**src/shadow_credit_pkg.sv**
```systemverilog
// Package holding offsets, field layouts, reset values and carrier types for the register bank.
// What this block does
// - Mirror header base registers into two shadows.
// - Low shadow bit 0 reads zero, read-only.
// - Map type bits 2:1: 00b 32-bit, 10b 64-bit.
// - Low shadow bit 3 reads zero, non-prefetchable.
// - Base bits 31:13 writable, bits 12:4 zero.
// - Map type 10b makes high shadow writable.
// - Otherwise high shadow reads all zeros.
// - Pending timer bits 7:0 read-write, reset 00h.
// - Timer source bits 23:20 read-write, reset 0.
// - Three VC0 threshold registers: P, NP, Cpl.
// - Posted payload 8:3, header 13:9, default 30Eh.
// - Non-posted payload 8:0, header 13:9, 140Ah.
// - Completion payload 8:3, header 13:9, 28Ch.
package shadow_credit_pkg;
  localparam logic [11:0] OFS_BASE_LOW = 12'h700;
  localparam logic [11:0] OFS_BASE_HIGH = 12'h704;
  localparam logic [11:0] OFS_HDR_BAR0 = 12'h010;
  localparam logic [11:0] OFS_HDR_BAR1 = 12'h014;
  localparam logic [11:0] OFS_PEND_TIMER = 12'h9F4;
  localparam logic [11:0] OFS_CREDIT_MODE = 12'h9FC;
  localparam logic [11:0] OFS_POSTED_THR = 12'hA00;
  localparam logic [11:0] OFS_NONPOSTED_THR = 12'hA04;
  localparam logic [11:0] OFS_COMPLETION_THR = 12'hA08;
  localparam logic [1:0] MAP_TYPE_32 = 2'h0;
  localparam logic [1:0] MAP_TYPE_64 = 2'h2;
  localparam logic [31:0] BASE_LOW_WMASK = 32'hFFFFE000;
  localparam logic [31:0] BASE_LOW_LOADMASK = 32'hFFFFE006;
  localparam logic [31:0] TIMER_MASK = 32'h000000FF;
  localparam logic [31:0] MODE_RW_MASK = 32'h00FF0000;
  localparam logic [31:0] MODE_SOURCE_MASK = 32'h00F00000;
  localparam logic [31:0] MODE_MAX_ENABLE = 32'h000000FF;
  localparam logic [31:0] THR_P_MASK = 32'h00003FF8;
  localparam logic [31:0] THR_NP_MASK = 32'h00003FFF;
  localparam logic [31:0] THR_CPL_MASK = 32'h00003FF8;
  localparam logic [31:0] TIMER_RESET = 32'h00000000;
  // The joined header and payload defaults sit above reserved bits 2:0 where those exist.
  localparam logic [31:0] THR_P_RESET = 32'h00001870;
  localparam logic [31:0] THR_NP_RESET = 32'h0000140A;
  localparam logic [31:0] THR_CPL_RESET = 32'h00001460;

  typedef struct packed {
    logic wr;
    logic rd;
    logic [11:0] addr;
    logic [3:0] be;
    logic [31:0] wdata;
  } cfg_req_t;

  typedef struct packed {
    logic [7:0] pending_timer;
    logic [3:0] timer_source;
    logic [3:0] factory_mode;
    logic [4:0] p_hdr;
    logic [5:0] p_data;
    logic [4:0] np_hdr;
    logic [8:0] np_data;
    logic [4:0] cpl_hdr;
    logic [5:0] cpl_data;
    logic [63:0] window_base;
    logic window_64;
  } credit_cfg_t;
endpackage : shadow_credit_pkg
```
**src/bar_shadow_ingress_credit_regs.sv**
```systemverilog
// Base address shadow and ingress credit handler configuration register bank.
`timescale 1ns/1ps
module bar_shadow_ingress_credit_regs (
  input wire logic clk,
  input wire logic reset_n,
  input wire shadow_credit_pkg::cfg_req_t cfg_req,
  input wire logic eeprom_load,
  input wire logic [11:0] eeprom_addr,
  input wire logic [31:0] eeprom_data,
  output logic [31:0] cfg_rdata,
  output logic cfg_rvalid,
  output shadow_credit_pkg::credit_cfg_t credit_cfg
);
  import shadow_credit_pkg::*;

  localparam int NREG = 6;
  localparam logic [31:0] WMASKS [NREG] = '{BASE_LOW_LOADMASK, TIMER_MASK, MODE_RW_MASK,
    THR_P_MASK, THR_NP_MASK, THR_CPL_MASK};

  logic [31:0] vals [NREG];
  logic [NREG-1:0] hit_wr;
  logic [NREG-1:0] hit_ld;
  logic [31:0] low_val;
  logic [31:0] high_reg;
  logic [31:0] high_next;
  logic [31:0] rdata_reg;
  logic rvalid_reg;
  credit_cfg_t cfg_reg;
  logic window_64;
  logic [31:0] rd_mux;

  // Both the header offsets and the shadow offsets reach the same storage.
  function automatic int reg_index(input logic [11:0] a);
    case (a)
      OFS_BASE_LOW, OFS_HDR_BAR0: reg_index = 0;
      OFS_PEND_TIMER: reg_index = 1;
      OFS_CREDIT_MODE: reg_index = 2;
      OFS_POSTED_THR: reg_index = 3;
      OFS_NONPOSTED_THR: reg_index = 4;
      OFS_COMPLETION_THR: reg_index = 5;
      default: reg_index = NREG;
    endcase
  endfunction : reg_index

  function automatic logic is_high(input logic [11:0] a);
    is_high = (a == OFS_BASE_HIGH) || (a == OFS_HDR_BAR1);
  endfunction : is_high

  always_comb
  begin
    for (int i = 0; i < NREG; i++)
    begin
      hit_wr[i] = cfg_req.wr && (reg_index(cfg_req.addr) == i);
      hit_ld[i] = eeprom_load && (reg_index(eeprom_addr) == i);
    end
  end

  genvar g;
  generate
    for (g = 0; g < NREG; g++)
    begin : gen_regs
      // The map type bits are loadable only, so software writes use the narrower mask.
      localparam logic [31:0] SW_MASK = (g == 0) ? BASE_LOW_WMASK : WMASKS[g];
      logic [31:0] raw;
      masked_word_reg #(
        .WMASK(WMASKS[g]),
        .RESET_VALUE((g == 3) ? THR_P_RESET : (g == 4) ? THR_NP_RESET :
          (g == 5) ? THR_CPL_RESET : TIMER_RESET)
      ) u_reg (
        .clk(clk),
        .reset_n(reset_n),
        .wr(hit_wr[g] && !hit_ld[g]),
        .be(cfg_req.be),
        .wdata((cfg_req.wdata & SW_MASK) | (raw & ~SW_MASK)),
        .load(hit_ld[g]),
        .load_data(eeprom_data),
        .value(raw)
      );
      assign vals[g] = raw;
    end
  endgenerate

  // Bit 0 and bit 3 are never stored, and reserved map codes fall back to 32-bit.
  always_comb
  begin
    low_val = vals[0] & BASE_LOW_WMASK;
    if (vals[0][2:1] == MAP_TYPE_64)
    begin
      low_val[2:1] = MAP_TYPE_64;
    end
    else
    begin
      low_val[2:1] = MAP_TYPE_32;
    end
  end

  assign window_64 = (low_val[2:1] == MAP_TYPE_64);

  always_comb
  begin
    high_next = high_reg;
    if (!window_64)
    begin
      high_next = 32'h00000000;
    end
    else if (eeprom_load && is_high(eeprom_addr))
    begin
      high_next = eeprom_data;
    end
    else if (cfg_req.wr && is_high(cfg_req.addr))
    begin
      for (int b = 0; b < 4; b++)
      begin
        if (cfg_req.be[b])
        begin
          high_next[8*b +: 8] = cfg_req.wdata[8*b +: 8];
        end
      end
    end
  end

  always_ff @(posedge clk)
  begin
    if (!reset_n)
    begin
      high_reg <= 32'h00000000;
    end
    else
    begin
      high_reg <= high_next;
    end
  end

  always_comb
  begin
    rd_mux = 32'h00000000;
    if (is_high(cfg_req.addr))
    begin
      rd_mux = window_64 ? high_reg : 32'h00000000;
    end
    else
    begin
      case (reg_index(cfg_req.addr))
        0: rd_mux = low_val;
        1: rd_mux = vals[1] & TIMER_MASK;
        2: rd_mux = (vals[2] & MODE_RW_MASK) | MODE_MAX_ENABLE;
        3: rd_mux = vals[3] & THR_P_MASK;
        4: rd_mux = vals[4] & THR_NP_MASK;
        5: rd_mux = vals[5] & THR_CPL_MASK;
        default: rd_mux = 32'h00000000;
      endcase
    end
  end

  always_ff @(posedge clk)
  begin
    if (!reset_n)
    begin
      rdata_reg <= 32'h00000000;
      rvalid_reg <= 1'b0;
    end
    else
    begin
      rvalid_reg <= cfg_req.rd;
      rdata_reg <= cfg_req.rd ? rd_mux : 32'h00000000;
    end
  end

  // Software is expected to pick the timer value for payload size and width.
  always_ff @(posedge clk)
  begin
    if (!reset_n)
    begin
      cfg_reg <= '0;
    end
    else
    begin
      cfg_reg.pending_timer <= vals[1][7:0];
      cfg_reg.timer_source <= vals[2][23:20];
      cfg_reg.factory_mode <= vals[2][19:16];
      cfg_reg.p_data <= vals[3][8:3];
      cfg_reg.p_hdr <= vals[3][13:9];
      cfg_reg.np_data <= vals[4][8:0];
      cfg_reg.np_hdr <= vals[4][13:9];
      cfg_reg.cpl_data <= vals[5][8:3];
      cfg_reg.cpl_hdr <= vals[5][13:9];
      cfg_reg.window_base <= {(window_64 ? high_reg : 32'h00000000), low_val[31:13], 13'h0000};
      cfg_reg.window_64 <= window_64;
    end
  end

  assign cfg_rdata = rdata_reg;
  assign cfg_rvalid = rvalid_reg;
  assign credit_cfg = cfg_reg;
endmodule : bar_shadow_ingress_credit_regs

```
**src/masked_word_reg.sv**
```systemverilog
// Byte-enabled 32-bit register with a writable-bit mask and load port.
`timescale 1ns/1ps
module masked_word_reg #(
  parameter logic [31:0] WMASK = 32'hFFFFFFFF,
  parameter logic [31:0] RESET_VALUE = 32'h00000000
) (
  input wire logic clk,
  input wire logic reset_n,
  input wire logic wr,
  input wire logic [3:0] be,
  input wire logic [31:0] wdata,
  input wire logic load,
  input wire logic [31:0] load_data,
  output logic [31:0] value
);
  logic [31:0] value_reg;
  logic [31:0] value_next;
  logic [31:0] lane_mask;

  always_comb
  begin
    lane_mask = {{8{be[3]}}, {8{be[2]}}, {8{be[1]}}, {8{be[0]}}} & WMASK;
    value_next = value_reg;
    if (load)
    begin
      value_next = load_data & WMASK;
    end
    else if (wr)
    begin
      value_next = (value_reg & ~lane_mask) | (wdata & lane_mask);
    end
  end

  always_ff @(posedge clk)
  begin
    if (!reset_n)
    begin
      value_reg <= RESET_VALUE & WMASK;
    end
    else
    begin
      value_reg <= value_next;
    end
  end

  assign value = value_reg;
endmodule : masked_word_reg

```
**config.mk**
```make
export PLATFORM = sky130hd
export DESIGN_NAME = bar_shadow_ingress_credit_regs
export DESIGN_NICKNAME = d
export VERILOG_FILES = /design/src/shadow_credit_pkg.sv /design/src/bar_shadow_ingress_credit_regs.sv /design/src/masked_word_reg.sv
export SDC_FILE = /design/constraint.sdc
export NUM_CORES = 1
export LEC_CHECK = 0
export ABC_AREA = 0
export BUFFER_PORTS_ARGS = -buffer_cell sky130_fd_sc_hd__buf_2
export CAP_MARGIN = 20
export CORE_UTILIZATION = 46
export DETAILED_ROUTE_END_ITERATION = 10
export GPL_ROUTABILITY_DRIVEN = 0
export HOLD_SLACK_MARGIN = 0.15
export PLACE_DENSITY = 0.81
export SLEW_MARGIN = 40
export SYNTH_ARGS = -nofsm -noshare
export SYNTH_HDL_FRONTEND = slang
export SYNTH_HIERARCHICAL = 1
export SYNTH_SLANG_ARGS = --single-unit
```
**constraint.sdc**
```tcl
create_clock -name clk -period 12 [get_ports clk]
set_clock_uncertainty 0.2 [all_clocks]
set_input_delay 1.2 -clock clk [delete_from_list [all_inputs] [get_ports clk]]
set_output_delay 1.2 -clock clk [all_outputs]
set_load 0.005 [all_outputs]
```
==> report_table.html <==
<table>
<tr><th>Metric</th><th>Value</th></tr>
<tr><th colspan="2">Die</th></tr>
<tr><td>Die extent in y</td><td>152 um</td></tr>
<tr><td>Site row count</td><td>54</td></tr>
<tr><td>DIE WIDTH</td><td>roughly 150 um</td></tr>
<tr><td>I/O Pins</td><td>about 250</td></tr>
<tr><td>Area of the core region</td><td>about 22000 sq um</td></tr>
<tr><td>Starting utilization of the core area</td><td>47.0%</td></tr>
<tr><td>Die footprint</td><td>roughly 23000 sq um</td></tr>
<tr><th colspan="2">Detailed routing</th></tr>
<tr><td>Routed vias/inst</td><td>5.80</td></tr>
<tr><td>Count of unresolved DRC violations after routing</td><td>0</td></tr>
<tr><td>Routed met2 length</td><td>roughly 14000 um</td></tr>
<tr><td>Post-DR wirelength/cell</td><td>19.3 um</td></tr>
<tr><td>Via count of the routed design</td><td>roughly 9000</td></tr>
<tr><td>Metal-1 WL</td><td>roughly 13000 um</td></tr>
<tr><td>Uppermost layer routed</td><td>met4</td></tr>
<tr><td>ANT nets after route</td><td>0</td></tr>
<tr><td>First-pass detailed-route iteration total</td><td>5</td></tr>
<tr><td>Violation count after the first detailed-route iteration</td><td>about 830</td></tr>
<tr><td>Final WL</td><td>around 30000 um</td></tr>
<tr><td>Met3 WL</td><td>approximately 2300 um</td></tr>
<tr><th colspan="2">Power and ir drop</th></tr>
<tr><td>Switching pwr</td><td>approximately 0.00036 W</td></tr>
<tr><td>Worst IR Drop VDD</td><td>roughly 0.11 mV</td></tr>
<tr><td>Switching part of the total</td><td>20.9%</td></tr>
<tr><td>Leakage power total</td><td>just under 6 nW</td></tr>
<tr><td>Logic gate share of total power</td><td>3.8%</td></tr>
<tr><td>PwrDens</td><td>138 nW/um^2</td></tr>
<tr><td>Part of the total power dissipated in sequential elements</td><td>between 40% and 50%</td></tr>
<tr><td>Clock group share of total power</td><td>49.7%</td></tr>
<tr><td>Internal power summed over all cells</td><td>around 0.0014 W</td></tr>
<tr><th colspan="2">Worst setup path</th></tr>
<tr><td>Crit-path max FO</td><td>16</td></tr>
<tr><td>Crit path launch type</td><td>primary input</td></tr>
<tr><td>CP startpoint</td><td>cfg_req[45]</td></tr>
<tr><td>Worst reg2reg setup slack</td><td>9.86 ns</td></tr>
<tr><td>R2R Path End</td><td>cfg_rdata[1]$_SDFF_PN0_</td></tr>
<tr><td>Classification of the worst setup path</td><td>primary input to flop</td></tr>
<tr><td>Required time of the critical path</td><td>around 12 ns</td></tr>
<tr><td>Arrival time worst endpoint</td><td>5.13 ns</td></tr>
<tr><td>Cell depth of the worst flop-to-flop path</td><td>6</td></tr>
<tr><td>Critical path capture point type</td><td>flop</td></tr>
<tr><th colspan="2">Yosys</th></tr>
<tr><td>Area of the mapped netlist</td><td>~10000 sq um</td></tr>
<tr><td>Average instance area after synthesis</td><td>9.76 sq um</td></tr>
<tr><td>Number of warnings reported in the yosys synthesis log</td><td>6</td></tr>
<tr><td>Gate count of the mapped netlist</td><td>~1100</td></tr>
<tr><th colspan="2">Clock tree</th></tr>
<tr><td>Root Driver</td><td>sky130_fd_sc_hd__clkbuf_16</td></tr>
<tr><td>Clock insertion delay at the later pin of the skew report</td><td>around 0.53 ns</td></tr>
<tr><td>Number of levels in the clock H-tree</td><td>1</td></tr>
<tr><td>Total CTS buffers</td><td>25</td></tr>
<tr><td>Post-CTS Setup Inserts</td><td>0</td></tr>
<tr><td>Longest Clk Path Bufs</td><td>3</td></tr>
<tr><td>Post-CTS sizing</td><td>0</td></tr>
<tr><td>Hold-fix buffer count after cts</td><td>0</td></tr>
<tr><td>Clock transition at the register clock pins on the worst setup and hold paths after CTS</td><td>0.06 ns</td></tr>
<tr><td># clock sinks</td><td>around 240</td></tr>
<tr><td>CTS tree</td><td>yes</td></tr>
<tr><th colspan="2">STA</th></tr>
<tr><td>Max_slew headroom</td><td>a little under half</td></tr>
<tr><td>Tightest Pin Transition</td><td>between 0.8 and 0.9 ns</td></tr>
<tr><td>Achievable Freq</td><td>roughly 200 MHz</td></tr>
<tr><td>RSZ-0062 raised after global routing</td><td>false</td></tr>
<tr><td>Final period utilization</td><td>slightly above 40%</td></tr>
<tr><td>Number of endpoints with negative hold slack in the final report</td><td>0</td></tr>
<tr><td>Worst setup slack after layout</td><td>7.08 ns</td></tr>
<tr><td>Final count of pins violating max slew</td><td>0</td></tr>
<tr><td>Final sum of negative setup slack</td><td>0 ns</td></tr>
<tr><td>Minimum clock period</td><td>around 4.9 ns</td></tr>
<tr><td>Number of setup violations in the final report</td><td>0</td></tr>
<tr><th colspan="2">Min path</th></tr>
<tr><td>Class of the worst hold path</td><td>flop to flop</td></tr>
<tr><td>End point of the most critical hold path</td><td>credit_cfg[94]$_SDFF_PN0_</td></tr>
<tr><td>Worst Hold Path Cells</td><td>1</td></tr>
<tr><th colspan="2">Final layout</th></tr>
<tr><td>Final standard cell utilization of the core</td><td>around 57%</td></tr>
<tr><td>Post-Layout Cell Count</td><td>roughly 1600</td></tr>
<tr><td>Signed area change from the synthesized netlist to the final layout</td><td>21.9%</td></tr>
<tr><td>Filler instances</td><td>1920</td></tr>
<tr><td>Area of the multi-input gates</td><td>around 5100 sq um</td></tr>
<tr><td>Final net count</td><td>between 1000 and 1500</td></tr>
<tr><td>Area used by sequential logic in the layout</td><td>4840 sq um</td></tr>
<tr><td>Share of layout cells above drive strength 1</td><td>roughly a quarter</td></tr>
<tr><th colspan="2">Placement</th></tr>
<tr><td>Worst slack, placed</td><td>roughly 6.7 ns</td></tr>
<tr><td>Count of port buffers added during placement</td><td>~230</td></tr>
<tr><td>Sum of net half-perimeters after detailed placement</td><td>20700 um</td></tr>
<tr><td>Instance count after placement with tap cells included</td><td>around 1500</td></tr>
<tr><th colspan="2">Global routing</th></tr>
<tr><td>Number of antenna violations at the first check in global routing</td><td>5</td></tr>
<tr><td>Maximum number of pins on one net before global-route repair</td><td>73</td></tr>
<tr><td>Global-route wire length before repair</td><td>46100 um</td></tr>
<tr><td>Vias in the first global route</td><td>between 8000 and 9000</td></tr>
<tr><td>Total congestion overflow after global routing</td><td>0</td></tr>
<tr><td>Total routing usage reported by global routing</td><td>25.6%</td></tr>
<tr><th colspan="2">Status</th></tr>
<tr><td>Run status</td><td>completed</td></tr>
<tr><th colspan="2">Run</th></tr>
<tr><td>Number of max-cap violations</td><td>0</td></tr>
</table>
cells in the final DEF (no fill, tap or decap), drive strengths merged, types with 13 or more instances in the layout:
cell     instances
buf            251
dfxtp          242
and3            95
and2            80
nand2b          77
o311a           60
a21boi          60
nor2            50
nand2           44
a211oi          39
clkbuf          33
mux2i           32
a22oi           22
o21ai           17
nor3            17
nand4b          16
a21oi           15
conb            13
o2111ai         13
power by group through the flow:
stage	Clock (W)	Sequential (W)	Combinational, W
floorplan	0	0.000825	0.0000288
global placement	0	0.000824	0.0000626
detailed placement	0	0.000824	0.0000637
CTS	0.000872	0.000806	0.0000640
global route	0.000907	0.000806	0.0000710
finish	0.000861	0.000806	0.0000657
metrics by stage:
| step | total power [W] | hold WS, ns | instance area (sq um) |
|---|---|---|---|
| after CTS | 0.00174 | 0.277 | 12500 |
| after detailed placement | 0.000888 | 0.255 | 11600 |
| after floorplan | 0.000854 | 0.238 | 10300 |
| final | 0.00173 | 0.281 | 12500 |
| after global placement | 0.000887 | 0.255 | 11500 |
| after global routing | 0.00178 | 0.305 | 12500 |
per-layer routing:
metal  up-vias  global-route usage (%)
met5         -                       0
met4         0                    8.91
met3        61                    3.92
met2       407                    40.5
met1      4302                    35.5
li1       4259                       -
critical path, cell delays in order:
cell	delay [ns]
sky130_fd_sc_hd__buf_2	0.11
sky130_fd_sc_hd__or4bb_1	0.58
sky130_fd_sc_hd__or4_1	0.57
sky130_fd_sc_hd__nand2_1	0.29
sky130_fd_sc_hd__inv_1	0.09
sky130_fd_sc_hd__ha_1	0.29
sky130_fd_sc_hd__a22oi_1	0.50
sky130_fd_sc_hd__and2_1	0.55
sky130_fd_sc_hd__nor3b_1	0.25
sky130_fd_sc_hd__buf_4	0.23
sky130_fd_sc_hd__a21boi_1	0.09
sky130_fd_sc_hd__o311a_1	0.35
worst max-delay path by stage:
| stage | slack (ns) | end | cells after the start |
|---|---|---|---|
| finish | 7.08 | flop | 12 |
| global route | 6.95 | flop | 12 |
| CTS | 7.18 | flop | 12 |
| detailed placement | 6.66 | flop | 12 |
| global placement | 6.89 | flop | 12 |
| floorplan | 7.28 | flop | 12 |
final cells by class:
class                      instances  share of cell area, %
antenna                            6                  0.120
clock buffer                      33                   5.62
clock inverter                    11                   1.72
inverter                           9                  0.269
multi-input combinational        725                   40.3
sequential                       242                   38.6
tap                              280                   2.79
timing repair buffer             251                   10.6
(Power assumes the default switching activity.)
